File: src/mme_pkg.sv
// Shared constants and packet carriers for the message mailbox engine.
// Assumes a single 25 MHz clock and a 32-bit word wide local memory.
package mme_pkg;

  // ---------------------------------------------------------------
  // Sizes and field widths
  // ---------------------------------------------------------------
  localparam int MAX_PAYLOAD = 256;  // Bytes in one packet at most.
  localparam int MAX_PKTS    = 16;   // Packets in one data message at most.
  localparam int SND_SLOTS   = 4;    // Letters the sender holds at once.
  localparam int RX_SLOTS    = 16;   // Four letters to each of four mailboxes.
  localparam int DB_DEPTH    = 16;   // Doorbell records held for the processor.
  localparam int MP_MBOXES   = 4;    // Mailboxes for multi-packet messages.
  localparam int SZ_W   = 9;
  localparam int SEQ_W  = 4;
  localparam int ID_W   = 8;
  localparam int MB_W   = 6;
  localparam int LT_W   = 2;
  localparam int INFO_W = 16;
  localparam int LEN_W  = 13;
  localparam int AW     = 32;
  localparam int DW     = 32;
  localparam int BEAT_BYTES = 4;

  // ---------------------------------------------------------------
  // Predetermined local memory areas and reset values
  // ---------------------------------------------------------------
  localparam logic [AW-1:0]   MP_BASE  = 32'h0001_0000;
  localparam logic [AW-1:0]   SP_BASE  = 32'h0002_0000;
  localparam logic [AW-1:0]   DB_BASE  = 32'h0003_0000;
  localparam logic [AW-1:0]   SLOT_SPAN = 32'h0000_1000;
  localparam logic [ID_W-1:0] TID_RST  = 8'h00;
  localparam logic [ID_W-1:0] LOCAL_ID = 8'h5A;  // Arbitrary own identifier.

  // ---------------------------------------------------------------
  // Types
  // ---------------------------------------------------------------
  typedef enum logic [1:0] {MME_DONE, MME_RETRY, MME_ERROR} mme_stat_e;
  typedef enum logic {MME_DATA, MME_BELL} mme_kind_e;

  typedef struct packed {
    mme_kind_e         kind;
    logic [ID_W-1:0]   src;
    logic [ID_W-1:0]   dst;
    logic [ID_W-1:0]   tid;
    logic [MB_W-1:0]   mbox;
    logic [LT_W-1:0]   letter;
    logic [SEQ_W-1:0]  seq;
    logic              last;
    logic [SZ_W-1:0]   ssize;
    logic [SZ_W-1:0]   psize;
    logic [INFO_W-1:0] info;
  } mme_hdr_s;

  typedef struct packed {
    mme_kind_e         kind;
    logic [ID_W-1:0]   dst;
    logic [MB_W-1:0]   mbox;
    logic [LT_W-1:0]   letter;
    logic [AW-1:0]     base;
    logic [LEN_W-1:0]  len;
    logic [SZ_W-1:0]   ssize;
    logic [INFO_W-1:0] info;
  } mme_cmd_s;

  typedef struct packed {
    logic [ID_W-1:0] peer;
    logic [ID_W-1:0] tid;
    mme_stat_e       stat;
  } mme_rsp_s;

endpackage

File: src/mme_engine.sv
// Message mailbox engine: segments outgoing messages, reassembles incoming
// ones into local memory and records doorbells.
// Assumes memory read data one cycle after the read strobe and that the
// fabric holds a packet header steady for all beats of that packet.
//
// Contract
// - at most sixteen packets per data message
// - payload never above 256 bytes
// - all packets equal size except final
// - header carries common payload size
// - header carries this packet's payload size
// - header carries sequence position
// - receive address from sequence and size
// - four letters to four mailboxes
// - mailbox 0 highest priority, preempts lower
// - single packet: four letters, 64 mailboxes
// - single packet mailbox 0 highest, 63 lowest
// - limits chosen per direction by parameters; only the send side has them, receive uses the fixed MAX_PAYLOAD
// - sender reads message from local memory
// - long message segmented before sending
// - completed message stored then processor notified; a single packet notifies in the cycle of its write
// - doorbell has header information, no payload
// - doorbell stored then processor notified; DB_EVENT_OUT rises in the cycle of the record write
// - busy mailbox or doorbell answers retry
// - retried request is sent again
// - transaction identifier unused until response
module mme_engine
  import mme_pkg::*;
#(
  parameter int TX_MAX_PAYLOAD = mme_pkg::MAX_PAYLOAD,
  parameter int TX_MAX_PKTS    = mme_pkg::MAX_PKTS
)(
  input  wire logic                    CLK_IN,
  input  wire logic                    RST_N_IN,
  input  wire logic                    SND_VALID_IN,
  input  wire logic [1:0]              SND_SLOT_IN,
  input  wire mme_pkg::mme_cmd_s       SND_CMD_IN,
  output logic [mme_pkg::SND_SLOTS-1:0] SND_BUSY_OUT,
  output logic                         SND_DONE_OUT,
  output logic                         SND_ERR_OUT,
  output logic [1:0]                   SND_DSLOT_OUT,
  output logic                         MEM_RD_EN_OUT,
  output logic [mme_pkg::AW-1:0]       MEM_RD_ADDR_OUT,
  input  wire logic [mme_pkg::DW-1:0]  MEM_RD_DATA_IN,
  output mme_pkg::mme_hdr_s            TX_HDR_OUT,
  output logic                         TX_VALID_OUT,
  output logic [mme_pkg::DW-1:0]       TX_DATA_OUT,
  output logic                         TX_LAST_OUT,
  input  wire logic                    TX_READY_IN,
  input  wire logic                    RSP_VALID_IN,
  input  wire mme_pkg::mme_rsp_s       RSP_IN,
  input  wire logic                    RX_VALID_IN,
  input  wire mme_pkg::mme_hdr_s       RX_HDR_IN,
  input  wire logic [mme_pkg::DW-1:0]  RX_DATA_IN,
  input  wire logic                    RX_LAST_IN,
  output logic                         RX_READY_OUT,
  output logic                         RSPO_VALID_OUT,
  output mme_pkg::mme_rsp_s            RSPO_OUT,
  output logic                         MEM_WR_EN_OUT,
  output logic [mme_pkg::AW-1:0]       MEM_WR_ADDR_OUT,
  output logic [mme_pkg::DW-1:0]       MEM_WR_DATA_OUT,
  output logic                         MSG_DONE_OUT,
  output logic                         MSG_SINGLE_OUT,
  output logic [7:0]                   MSG_BOX_OUT,
  output logic [mme_pkg::LEN_W-1:0]    MSG_LEN_OUT,
  output logic                         DB_EVENT_OUT,
  input  wire logic                    DB_POP_IN,
  output logic [4:0]                   DB_COUNT_OUT
);
  import mme_pkg::*;

  // ---------------------------------------------------------------
  // Send side
  // ---------------------------------------------------------------
  typedef enum {ST_IDLE, ST_RD, ST_WAIT, ST_CAP, ST_BEAT, ST_RSP} mme_st_e;

  mme_st_e          st_q;
  mme_cmd_s         cmd_q [SND_SLOTS];
  logic [SND_SLOTS-1:0] pend_q;
  logic [4:0]       seq_q [SND_SLOTS];
  logic [1:0]       cur_q;
  logic [SZ_W-1:0]  off_q;
  logic [ID_W-1:0]  tid_q;
  logic             sdone_q;
  logic             serr_q;
  logic [1:0]       dslot_q;
  logic             rd_q;
  logic [AW-1:0]    rdaddr_q;
  mme_hdr_s         thdr_q;
  logic             tval_q;
  logic [DW-1:0]    tdat_q;
  logic             tlast_q;

  mme_cmd_s         cur;
  logic [LEN_W-1:0] sent;
  logic [LEN_W-1:0] rem;
  logic [SZ_W-1:0]  psz;
  logic             pick_v;
  logic [1:0]       pick_i;
  logic             cmd_bad;
  logic             rsp_hit;
  logic             beat_end;

  // Payload of the current packet; only the last one may run short.
  always_comb
  begin
    cur  = cmd_q[cur_q];
    sent = LEN_W'(seq_q[cur_q]) * LEN_W'(cur.ssize);
    rem  = cur.len - sent;
    psz  = (rem < LEN_W'(cur.ssize)) ? rem[SZ_W-1:0] : cur.ssize;
  end

  // lowest mailbox number wins, so mailbox 0 preempts between packets.
  // the same compare spans all 64 single packet mailboxes.
  always_comb
  begin
    pick_v = 1'b0;
    pick_i = 2'h0;
    for (int i = SND_SLOTS - 1; i >= 0; i--)
    begin
      if (pend_q[i] && (!pick_v || cmd_q[i].mbox <= cmd_q[pick_i].mbox))
      begin
        pick_v = 1'b1;
        pick_i = 2'(i);
      end
    end
  end

  // messages needing more than sixteen packets are refused.
  // common size must be a whole number of beats up to the limit.
  // multi-packet messages only reach the four low mailboxes.
  assign cmd_bad = (SND_CMD_IN.kind == MME_DATA) &&
    (SND_CMD_IN.ssize == 9'h000 || SND_CMD_IN.ssize > SZ_W'(TX_MAX_PAYLOAD) ||
     SND_CMD_IN.ssize[1:0] != 2'h0 || SND_CMD_IN.len == 13'h0000 ||
     SND_CMD_IN.len > LEN_W'(TX_MAX_PKTS * SND_CMD_IN.ssize) ||
     (SND_CMD_IN.len > LEN_W'(SND_CMD_IN.ssize) &&
      SND_CMD_IN.mbox >= MB_W'(MP_MBOXES)));
  assign rsp_hit  = (st_q == ST_RSP) && RSP_VALID_IN &&
                    RSP_IN.tid == tid_q && RSP_IN.peer == cur.dst;
  assign beat_end = (cur.kind == MME_BELL) ||
                    (off_q + SZ_W'(BEAT_BYTES) >= psz);

  // Letter slots: taken from software, released on done or error.
  always_ff @(posedge CLK_IN)
  begin
    if (!RST_N_IN)
    begin
      pend_q <= '0;
      for (int i = 0; i < SND_SLOTS; i++)
      begin
        cmd_q[i] <= '0;
        seq_q[i] <= 5'h00;
      end
    end
    else
    begin
      if (rsp_hit && RSP_IN.stat == MME_DONE)
      begin
        seq_q[cur_q] <= seq_q[cur_q] + 5'h01;
        if (thdr_q.last)
          pend_q[cur_q] <= 1'b0;
      end
      else if (rsp_hit && RSP_IN.stat == MME_ERROR)
        pend_q[cur_q] <= 1'b0;
      if (SND_VALID_IN && !pend_q[SND_SLOT_IN] && !cmd_bad)
      begin
        cmd_q[SND_SLOT_IN]  <= SND_CMD_IN;
        seq_q[SND_SLOT_IN]  <= 5'h00;
        pend_q[SND_SLOT_IN] <= 1'b1;
      end
    end
  end

  // Packet engine: one request in flight, memory word by word.
  always_ff @(posedge CLK_IN)
  begin
    if (!RST_N_IN)
    begin
      st_q <= ST_IDLE;
      cur_q <= 2'h0;
      off_q <= '0;
      tid_q <= TID_RST;
      rd_q <= 1'b0;
      rdaddr_q <= '0;
      thdr_q <= '0;
      tval_q <= 1'b0;
      tdat_q <= '0;
      tlast_q <= 1'b0;
      sdone_q <= 1'b0;
      serr_q <= 1'b0;
      dslot_q <= 2'h0;
    end
    else
    begin
      rd_q <= 1'b0;
      sdone_q <= 1'b0;
      serr_q <= SND_VALID_IN && !pend_q[SND_SLOT_IN] && cmd_bad;
      if (SND_VALID_IN && !pend_q[SND_SLOT_IN] && cmd_bad)
        dslot_q <= SND_SLOT_IN;
      case (st_q)
        ST_IDLE:
        begin
          if (pick_v)
          begin
            cur_q <= pick_i;
            off_q <= '0;
            st_q <= ST_RD;
          end
        end
        ST_RD:
        begin
          thdr_q <= '{kind: cur.kind, src: LOCAL_ID, dst: cur.dst, tid: tid_q,
                      mbox: cur.mbox, letter: cur.letter, seq: seq_q[cur_q][3:0],
                      last: (cur.kind == MME_BELL) || (rem <= LEN_W'(cur.ssize)),
                      ssize: cur.ssize,
                      psize: (cur.kind == MME_BELL) ? 9'h000 : psz, info: cur.info};
          if (cur.kind == MME_BELL)
          begin
            tdat_q <= '0;
            tval_q <= 1'b1;
            tlast_q <= 1'b1;
            st_q <= ST_BEAT;
          end
          else
          begin
            rd_q <= 1'b1;
            rdaddr_q <= cur.base + AW'(sent) + AW'(off_q);
            st_q <= ST_WAIT;
          end
        end
        ST_WAIT:
          st_q <= ST_CAP;
        ST_CAP:
        begin
          tdat_q <= MEM_RD_DATA_IN;
          tval_q <= 1'b1;
          tlast_q <= beat_end;
          st_q <= ST_BEAT;
        end
        ST_BEAT:
        begin
          if (TX_READY_IN)
          begin
            tval_q <= 1'b0;
            tlast_q <= 1'b0;
            off_q <= off_q + SZ_W'(BEAT_BYTES);
            st_q <= beat_end ? ST_RSP : ST_RD;
          end
        end
        ST_RSP:
        begin
          // fresh identifier only after a response
          if (rsp_hit)
          begin
            tid_q <= tid_q + 8'h01;
            sdone_q <= (RSP_IN.stat == MME_DONE && thdr_q.last) ||
                       RSP_IN.stat == MME_ERROR;
            // A refusal in the same cycle still sets serr_q, but dslot_q gives cur_q, not the refused slot.
            serr_q <= RSP_IN.stat == MME_ERROR ||
                      (SND_VALID_IN && !pend_q[SND_SLOT_IN] && cmd_bad);
            dslot_q <= cur_q;
            st_q <= ST_IDLE;
          end
        end
        default:
          st_q <= ST_IDLE;
      endcase
    end
  end

  assign SND_BUSY_OUT    = pend_q;
  assign SND_DONE_OUT    = sdone_q;
  assign SND_ERR_OUT     = serr_q;
  assign SND_DSLOT_OUT   = dslot_q;
  assign MEM_RD_EN_OUT   = rd_q;
  assign MEM_RD_ADDR_OUT = rdaddr_q;
  assign TX_HDR_OUT      = thdr_q;
  assign TX_VALID_OUT    = tval_q;
  assign TX_DATA_OUT     = tdat_q;
  assign TX_LAST_OUT     = tlast_q;

  // ---------------------------------------------------------------
  // Receive side
  // ---------------------------------------------------------------
  logic [RX_SLOTS-1:0] act_q;
  logic [RX_SLOTS-1:0] hlast_q;
  logic [ID_W-1:0]     own_q  [RX_SLOTS];
  logic [MAX_PKTS-1:0] got_q  [RX_SLOTS];
  logic [SEQ_W-1:0]    lseq_q [RX_SLOTS];
  logic [LEN_W-1:0]    mlen_q [RX_SLOTS];
  logic [5:0]          beat_q;
  logic                rdy_q;
  logic                ro_v_q;
  mme_rsp_s            ro_q;
  logic                wr_q;
  logic [AW-1:0]       wa_q;
  logic [DW-1:0]       wd_q;
  logic                md_q;
  logic                ms_q;
  logic [7:0]          mb_q;
  logic [LEN_W-1:0]    ml_q;
  logic                db_ev_q;
  logic [3:0]          wp_q;
  logic [4:0]          cnt_q;

  mme_hdr_s         h;
  logic             acc;
  logic             single;
  logic [3:0]       slot;
  logic             bad;
  logic             busy;
  logic             ok;
  logic [SZ_W-1:0]  boff;
  logic             cmp_v;
  logic [3:0]       cmp_i;
  logic [RX_SLOTS-1:0] full;

  // a mailbox owned by another sender or a full ring gives retry.
  // a single packet message reaches any of 64 mailboxes, no slot.
  always_comb
  begin
    h      = RX_HDR_IN;
    acc    = RX_VALID_IN && rdy_q;
    single = (h.seq == 4'h0) && h.last;
    slot   = {h.mbox[1:0], h.letter};
    boff   = SZ_W'({beat_q, 2'b00});
    bad    = (h.kind == MME_DATA) && (h.psize > SZ_W'(MAX_PAYLOAD) ||
             h.ssize > SZ_W'(MAX_PAYLOAD) || h.psize > h.ssize ||
             (!single && h.mbox >= MB_W'(MP_MBOXES)));
    busy   = (h.kind == MME_BELL) ? (cnt_q == 5'(DB_DEPTH)) :
             (!single && act_q[slot] && own_q[slot] != h.src);
    ok     = !bad && !busy;
  end

  // a slot is complete once every sequence up to the final is held.
  generate
    for (genvar g = 0; g < RX_SLOTS; g++)
    begin : g_full
      assign full[g] = act_q[g] && hlast_q[g] &&
        ((got_q[g] & ((16'h0002 << lseq_q[g]) - 16'h0001)) ==
         ((16'h0002 << lseq_q[g]) - 16'h0001));
    end
  endgenerate

  always_comb
  begin
    cmp_v = 1'b0;
    cmp_i = 4'h0;
    for (int i = RX_SLOTS - 1; i >= 0; i--)
    begin
      if (full[i])
      begin
        cmp_v = 1'b1;
        cmp_i = 4'(i);
      end
    end
  end

  // Beat counter, memory writes and the answer to each request.
  always_ff @(posedge CLK_IN)
  begin
    if (!RST_N_IN)
    begin
      rdy_q <= 1'b0;
      beat_q <= '0;
      ro_v_q <= 1'b0;
      ro_q <= '0;
      wr_q <= 1'b0;
      wa_q <= '0;
      wd_q <= '0;
    end
    else
    begin
      rdy_q <= 1'b1;
      ro_v_q <= acc && RX_LAST_IN;
      if (acc)
      begin
        beat_q <= RX_LAST_IN ? 6'h00 : beat_q + 6'h01;
        ro_q <= '{peer: h.src, tid: h.tid,
                  stat: bad ? MME_ERROR : (busy ? MME_RETRY : MME_DONE)};
      end
      wr_q <= acc && ok && (h.kind == MME_BELL || boff < h.psize);
      wd_q <= RX_DATA_IN;
      if (h.kind == MME_BELL)
      begin
        wa_q <= DB_BASE + AW'({wp_q, 2'b00});
        wd_q <= {h.src, h.info, 8'h00};
      end
      else if (single)
        wa_q <= SP_BASE + AW'({h.mbox, h.letter}) * AW'(MAX_PAYLOAD) + AW'(boff);
      else
        wa_q <= MP_BASE + AW'(slot) * SLOT_SPAN +
                AW'(h.seq) * AW'(h.ssize) + AW'(boff);
    end
  end

  // Reassembly slots, one per mailbox and letter pair.
  always_ff @(posedge CLK_IN)
  begin
    if (!RST_N_IN)
    begin
      act_q <= '0;
      hlast_q <= '0;
      for (int i = 0; i < RX_SLOTS; i++)
      begin
        own_q[i] <= '0;
        got_q[i] <= '0;
        lseq_q[i] <= '0;
        mlen_q[i] <= '0;
      end
    end
    else
    begin
      if (cmp_v && !(acc && RX_LAST_IN && single && ok))
      begin
        act_q[cmp_i] <= 1'b0;
        hlast_q[cmp_i] <= 1'b0;
        got_q[cmp_i] <= '0;
      end
      if (acc && ok && h.kind == MME_DATA && !single)
      begin
        act_q[slot] <= 1'b1;
        own_q[slot] <= h.src;
        if (RX_LAST_IN)
        begin
          got_q[slot][h.seq] <= 1'b1;
          if (h.last)
          begin
            hlast_q[slot] <= 1'b1;
            lseq_q[slot] <= h.seq;
            mlen_q[slot] <= LEN_W'(h.seq) * LEN_W'(h.ssize) + LEN_W'(h.psize);
          end
        end
      end
    end
  end

  // notify with a single packet's write, a cycle after a slot's final write; single packets first.
  always_ff @(posedge CLK_IN)
  begin
    if (!RST_N_IN)
    begin
      md_q <= 1'b0;
      ms_q <= 1'b0;
      mb_q <= '0;
      ml_q <= '0;
    end
    else
    begin
      md_q <= 1'b0;
      if (acc && RX_LAST_IN && ok && h.kind == MME_DATA && single)
      begin
        md_q <= 1'b1;
        ms_q <= 1'b1;
        mb_q <= {h.mbox, h.letter};
        ml_q <= LEN_W'(h.psize);
      end
      else if (cmp_v)
      begin
        md_q <= 1'b1;
        ms_q <= 1'b0;
        mb_q <= {4'h0, cmp_i};
        ml_q <= mlen_q[cmp_i];
      end
    end
  end

  // Doorbell ring: the processor pops records it has read.
  always_ff @(posedge CLK_IN)
  begin
    if (!RST_N_IN)
    begin
      wp_q <= '0;
      cnt_q <= '0;
      db_ev_q <= 1'b0;
    end
    else
    begin
      db_ev_q <= acc && ok && h.kind == MME_BELL;
      if (acc && ok && h.kind == MME_BELL)
        wp_q <= wp_q + 4'h1;
      cnt_q <= cnt_q + 5'(acc && ok && h.kind == MME_BELL)
                     - 5'(DB_POP_IN && cnt_q != 5'h00);
    end
  end

  assign RX_READY_OUT    = rdy_q;
  assign RSPO_VALID_OUT  = ro_v_q;
  assign RSPO_OUT        = ro_q;
  assign MEM_WR_EN_OUT   = wr_q;
  assign MEM_WR_ADDR_OUT = wa_q;
  assign MEM_WR_DATA_OUT = wd_q;
  assign MSG_DONE_OUT    = md_q;
  assign MSG_SINGLE_OUT  = ms_q;
  assign MSG_BOX_OUT     = mb_q;
  assign MSG_LEN_OUT     = ml_q;
  assign DB_EVENT_OUT    = db_ev_q;
  assign DB_COUNT_OUT    = cnt_q;
endmodule

File: config.mk
export PLATFORM = sky130hd
export DESIGN_NAME = mme_engine
export DESIGN_NICKNAME = d
export VERILOG_FILES = /design/src/mme_pkg.sv /design/src/mme_engine.sv
export SDC_FILE = /design/constraint.sdc
export NUM_CORES = 2
export LEC_CHECK = 0
export ABC_AREA = 1
export BUFFER_PORTS_ARGS = -buffer_cell sky130_fd_sc_hd__buf_2
export CORE_MARGIN = 3
export CORE_UTILIZATION = 61
export DETAILED_ROUTE_END_ITERATION = 10
export PLACE_DENSITY = 0.89
export RECOVER_POWER = 50
export SLEW_MARGIN = 0
export SYNTH_ARGS = -nofsm -noshare
export SYNTH_HDL_FRONTEND = slang
export SYNTH_SLANG_ARGS = --single-unit
File: constraint.sdc
create_clock -name CLK_IN -period 10.3 [get_ports CLK_IN]
set_input_delay 1.03 -clock CLK_IN [delete_from_list [all_inputs] [get_ports CLK_IN]]
set_output_delay 1.03 -clock CLK_IN [all_outputs]
set_load 0.01 [all_outputs]
### Word level (Yosys, flattened, before mapping)

Memories as Yosys holds them, arrays and structs flattened. A register that Yosys moved wholly into a read port is not among the register bits.
Index checks and enable logic that the tools add are counted.

| storage, ports and cells | value |
|---|---|
| register bits after elaboration | 347 |
| memory bits (writable) | 1024 |
| input port bits | 251 |
| output and inout bits | 261 |
| word-level logic and storage cells | 468 |
| memories | 6 |

| cells by class | value |
|---|---|
| add/sub/neg operators | 33 |
| multipliers | 3 |
| magnitude comparators | 25 |
| equality and inequality tests | 31 |
| shifts and indexed selects | 16 |
| mux-type cells | 156 |
| bitwise logic cells | 28 |
| reductions and logical operators | 126 |

Memories:

| name | words | width | read ports | clocked after memory_dff | wr ports | line | RTL |
|---|---|---|---|---|---|---|---|
| cmd_q | 4 | 87 | 7 | 1 | 4 | mme_engine.sv:78 | `mme_cmd_s cmd_q [SND_SLOTS];` |
| got_q | 16 | 16 | 16 | 0 | 16 | mme_engine.sv:288 | `logic [MAX_PKTS-1:0] got_q [RX_SLOTS];` |
| mlen_q | 16 | 13 | 1 | 0 | 16 | mme_engine.sv:290 | `logic [LEN_W-1:0] mlen_q [RX_SLOTS];` |
| own_q | 16 | 8 | 1 | 0 | 16 | mme_engine.sv:287 | `logic [ID_W-1:0] own_q [RX_SLOTS];` |
| lseq_q | 16 | 4 | 16 | 0 | 16 | mme_engine.sv:289 | `logic [SEQ_W-1:0] lseq_q [RX_SLOTS];` |
| seq_q | 4 | 5 | 1 | 1 | 4 | mme_engine.sv:80 | `logic [4:0] seq_q [SND_SLOTS];` |

Operators with widths:

| operator | number |
|---|---|
| AND 16 bit | 18 |
| equality test 16 bit | 16 |
| left shift 2 x 4 -> 16 bit, first input constant | 16 |
| subtractor 16 x 1 -> 16 bit, second input constant | 16 |
| two-way mux 16 bit | 12 |
| case mux 32 bit (6 select lines) | 1 |
| two-way mux 32 bit | 5 |
| two-way mux 4 bit | 27 |
| two-way mux 87 bit | 1 |
| OR reduction 87 bit | 1 |
| logical AND 1 bit | 71 |
| two-way mux 1 bit | 67 |
| equality test 32 x 2 -> 1 bit, second input constant | 2 |
| equality test 32 x 3 -> 1 bit, second input constant | 2 |
| case mux 32 bit (2 select lines) | 1 |
| two-way mux 9 bit | 6 |
| adder 19 x 8 -> 20 bit | 2 |
| two-way mux 20 bit | 2 |
| adder 32 x 13 -> 32 bit | 1 |
| adder 32 x 9 -> 32 bit | 1 |
| equality test 32 x 1 -> 1 bit, second input constant | 1 |
| equality test 32 x 4 -> 1 bit, second input constant | 1 |
| logical NOT 32 bit | 1 |
| bitwise OR 16 bit | 2 |
| 68 further kinds | 145 |

### Longest topological paths before layout

An unclocked memory read counts as a cell.

| depth | value |
|---|---|
| word-level depth | 34 |
| mapped depth | 46 |
| depth with buffers taken out | 41 |

### Worst setup path after synthesis

Ideal clock, no wire load.

| timing path | value |
|---|---|
| kind | input-to-reg |
| from | input port SND_CMD_IN[18] (netlist name) |
| to | memory cmd_q[3][0] (netlist name) (enable) |
| setup time | 0.652 ns |
| arrival time | 8.580 ns |
| required time | 9.648 ns |
| path slack | 1.067 ns |
| stages | 14 |
| buffers on the path | 0 |
| cell sequence | inv_1 > ha_1 > a21oi_1 > o21ai_0 > and2_1 > o21ai_0 > nand2_1 > a21oi_1 > o21ai_0 > o41ai_1 > o311ai_0 > nand2_1 > nand2_1 > o21ai_0 |

RTL lines:

| what | line | RTL |
|---|---|---|
| from (decl) | mme_engine.sv:37 | `input wire mme_pkg::mme_cmd_s SND_CMD_IN,` |
| to (decl) | mme_engine.sv:78 |  |

==> impl_metrics.csv <==
group,metric,value,unit
cts,post_cts_resized,0,
placement,placed_cells,9062,
cts,cts_sinks,1328,
power,p_leak,0.0299,uW
cts,clockBufferDepth,3,
floorplan,initial_core_util,0.619,
detailed_routing,via_per_inst,6.20,
power,sequentialPowerShare,0.461,
timing,slew_viol_final,839,
logic_synthesis,synth_seq_area_share,0.528,
finish,fin_cells,9342,
timing,worstMarginPinSlew,6.29,ns
timing,finalSetupTns,0,ns
cts,path_clk_slew,0.06,ns
cts,post_cts_buffers,0,
cts,hold_buffers,0,
critical_path,r2r_end,"st_q[2]$_SDFFE_PN0P_",
critical_path,cp_max_fo,82,
timing,skew,0.0487,ns
power,switching_power,3900,uW
finish,finalNetCount,8314,
timing,hold_violations,0,
critical_path,cp.depth,10,
cts,clockRootBuffer,"clkbuf_16",
logic_synthesis,yosysTopAreaCell,"edfxtp_1",
timing,maxSlewHeadroom,-3.19,
finish,utilization,0.692,
global_routing,overflow,0,
detailed_routing,drtPass1Iterations,7,
hold_path,hold_class,"flop to flop",
critical_path,worstPathCellList,"buf_8, clkinvlp_2, clkbuf_1, nor2_2, nand2_1, nor2_1, nand2_1, inv_1, nand3_1, o21ai_0",
critical_path,cp_top_family,"buffers and inverters",
placement,place_hpwl,141,mm
status,outcome,"finished, violations left",
logic_synthesis,syn_avg_cell_area,8.62,um2
placement,gp_congestion,0.973,
logic_synthesis,synthCells,7476,
power,power_density,183,nW/um2
timing,setup_viol,0,
finish,n_fill_cell,7825,
job,maxCapViolations,22,
logic_synthesis,synth-edff-count,748,
timing,fin_hold_ws,0.460,ns
critical_path,slowest_stage,"clkinvlp_2",
critical_path,slowest_delay,2.53,ns
floorplan,die-area,110000,um2
detailed_routing,vias,58000,
global_routing,grt_use_total,0.377,
detailed_routing,drtIter0Drc,8290,
timing,period_needed,9.87,ns
logic_synthesis,netlist_area,64500,um2
status,violations,"capacitance limit, slew limit",
critical_path,worstPathBufferInverterCount,4,
power,clockPowerShare,0.389,
logic_synthesis,synthAdderAreaFrac,0.0533,
logic_synthesis,synth_compound_area_frac,0.131,
floorplan,fp-row-count,118,
floorplan,design.core.area,104000,um2
logic_synthesis,yosys_warnings,0,
power,swShare,0.295,
logic_synthesis,synth.area.top_cells,"edfxtp_1 35%, dfxtp_1 18%, nor2_1 8.0%, nand2_1 6.1%, o21ai_0 5.1%",
logic_synthesis,synth_top_area_frac,0.348,
critical_path,reg2reg_slack,1.28,ns
critical_path,cpMostUsedCell,"nand2_1",
logic_synthesis,synthSimpleGateAreaFrac,0.206,
floorplan,fp.dieW,331,um
critical_path,arrival,10.51,ns
timing,rsz0062_at_grt,"false",
logic_synthesis,synth_cell_type_count,63,
detailed_routing,ant_nets,0,
cts,cts_inserted_buffers,140,
detailed_routing,routedWlPerCell,22.8,um
critical_path,critPathKind,"input port to flop",
logic_synthesis,synth_seq_cells,1328,
floorplan,die_y,331,um
detailed_routing,drc,0,
global_routing,grt_start_max_net_pins,140,
logic_synthesis,synthMuxAreaShare,0,
placement,place_area,67900,um2
critical_path,endpoint_kind,"flop",
critical_path,crit_end,"got_q[2][0]$_DFF_P_",
logic_synthesis,synth_ff_type,"edfxtp_1",
critical_path,worst-endpoint-required,10.94,ns
global_routing,antenna_found_initial,23,
finish,fin_area,72100,um2
global_routing,grt_pass1_wl,316,mm
detailed_routing,wl,213,mm
power,p_int,9310,uW
cts,cts.htree.levels,4,
cts,cts_tree,"yes",
critical_path,start_kind,"input port",
global_routing,grt_pass1_vias,55000,
power,peakVddDrop,0.167,mV
logic_synthesis,synth_top_family_by_area,"simple AND/OR/NAND/NOR gates",
timing,min_period_over_period,0.958,
critical_path,worst_r2r_path_depth,37,
cts,insertion_delay,0.79,ns
finish,drive_gt1_frac,0.0739,
critical_path,crit_start,"RST_N_IN",
logic_synthesis,async_flop_share,0,
finish,syn_to_final_growth,11.9,%
floorplan,io_pins,512,
power,combPwrFrac,0.150,
placement,port_buffers,485,
logic_synthesis,synth_xor_area_frac,0.0117,
timing,fmax,101,MHz
## cell type report
| type | count | area, um2 | area share |
|---|---|---|---|
| antenna | 19 | 47.5 | 0.000659 |
| clock buffer | 196 | 4020 | 0.0558 |
| clock inverter | 65 | 672 | 0.00932 |
| inverter | 766 | 2890 | 0.0400 |
| multi-input combinational | 5012 | 26000 | 0.360 |
| sequential | 1328 | 34100 | 0.472 |
| tap | 1380 | 1730 | 0.0239 |
| timing repair buffer | 576 | 2710 | 0.0376 |
## logic make-up (layout without fill, tap and decap cells)
| logic type | after synthesis | after routing |
|---|---|---|
| xor gates and xnor gates | 86 | 86 |
| and+or+nand+nor | 3186 | 3186 |
| buffers and inverters | 1153 | 1603 |
| adders and majority gates | 239 | 239 |
| AOI/OAI and AO/OA | 1483 | 1483 |
| other | 1 | 37 |
| DFF | 1328 | 1328 |
## Yosys cell counts (25+ instances only)
library cell  count
o21ai_1          46
inv_2            28
o21a_1           26
nor2_1         1382
o22ai_1          72
buf_1            37
buf_2            59
o21ai_0         652
nand4_1          88
nand3b_1         43
a22oi_1          75
o32ai_1          25
nand3_1         500
inv_1           723
xor2_1           69
nand2_1        1049
ha_1            180
fa_1             59
edfxtp_1        748
a21oi_1         385
nor3_1           52
clkbuf_1        268
dfxtp_1         580
nor4_1           25
o211ai_1         40
## tightest hold or removal path, delay by kind of cell (launching register included)
family,cells,cell delay [ns]
AND/OR/NAND/NOR,1,0.06
flip-flops,1,0.31
AO/OA/AOI/OAI,1,0.05
## routing by layer
metal | up-vias | routed length, um | GRT usage | share of wire
met3 | 828 | 29800 | 0.115 | 0.14
met1 | 27000 | 73900 | 0.466 | 0.35
li1 | 26000 | - | - | -
met4 | 10 | 12900 | 0.208 | 0.060
met2 | 4095 | 96400 | 0.593 | 0.45
met5 | - | 76 | 0 | 0.00036
## metrics by stage
step | power (uW) | setup WS [ns]
3_3_place_gp | 8080 | 1.64
6_report | 13200 | 0.435
2_1_floorplan | 7310 | 1.07
3_5_place_dp | 8150 | 1.51
4_1_cts | 13200 | 1.46
5_1_grt | 13600 | 0.396
## state kept, by name, summed over array words and instances, names as in the netlist, 8 cells and up, named ones only
register,flops
RSPO_OUT,18
MEM_WR_DATA_OUT,32
cmd_q,348
tid_q,8
mlen_q,208
TX_DATA_OUT,32
got_q,256
MEM_WR_ADDR_OUT,18
hlast_q,16
TX_HDR_OUT,65
own_q,128
lseq_q,64
act_q,16
MSG_LEN_OUT,13
MSG_BOX_OUT,8
seq_q,20
MEM_RD_ADDR_OUT,32
## worst min-delay path by stage
stage	startpoint	end	slack [ns]	depth (start not counted)
after floorplan	seq_q[3][2]$_SDFFE_PP0P_	seq_q[3][2]$_SDFFE_PP0P_	0.44	2
after global placement	MSG_BOX_OUT[7]$_SDFFE_PN0P_	MSG_BOX_OUT[7]$_SDFFE_PN0P_	0.45	2
after detailed placement	MSG_BOX_OUT[4]$_SDFFE_PN0P_	MSG_BOX_OUT[4]$_SDFFE_PN0P_	0.45	2
after CTS	RX_DATA_IN[31]	MEM_WR_DATA_OUT[31]$_SDFF_PN0_	0.43	3
after global routing	RX_DATA_IN[3]	MEM_WR_DATA_OUT[3]$_SDFF_PP0_	0.46	3
final	TX_DATA_OUT[5]$_SDFFE_PN0P_	TX_DATA_OUT[5]$_SDFFE_PN0P_	0.46	2
## power groups by stage
stage	Combinational, uW	Sequential [uW]	Clock (uW)
after floorplan	1110	6200	0
after global placement	1910	6170	0
after detailed placement	1970	6180	0
after CTS	1990	6070	5130
after global routing	2150	6110	5340
final	1990	6090	5140
## cell usage in the layout, fill, tap and decap left out, types with 40 or more instances in the layout
| cell | instances |
|---|---|
| a21oi_1 | 385 |
| a22oi_1 | 75 |
| buf_2 | 240 |
| buf_4 | 62 |
| clkbuf_1 | 302 |
| clkbuf_16 | 146 |
| dfxtp_1 | 578 |
| edfxtp_1 | 748 |
| fa_1 | 59 |
| ha_1 | 180 |
| inv_1 | 723 |
| nand2_1 | 1052 |
| nand3_1 | 499 |
| nand3b_1 | 43 |
| nand4_1 | 88 |
| nor2_1 | 1382 |
| nor3_1 | 52 |
| o211ai_1 | 40 |
| o21ai_0 | 654 |
| o21ai_1 | 44 |
| o22ai_1 | 72 |
| xor2_1 | 68 |
No activity file was read; power rests on OpenSTA's default activity.
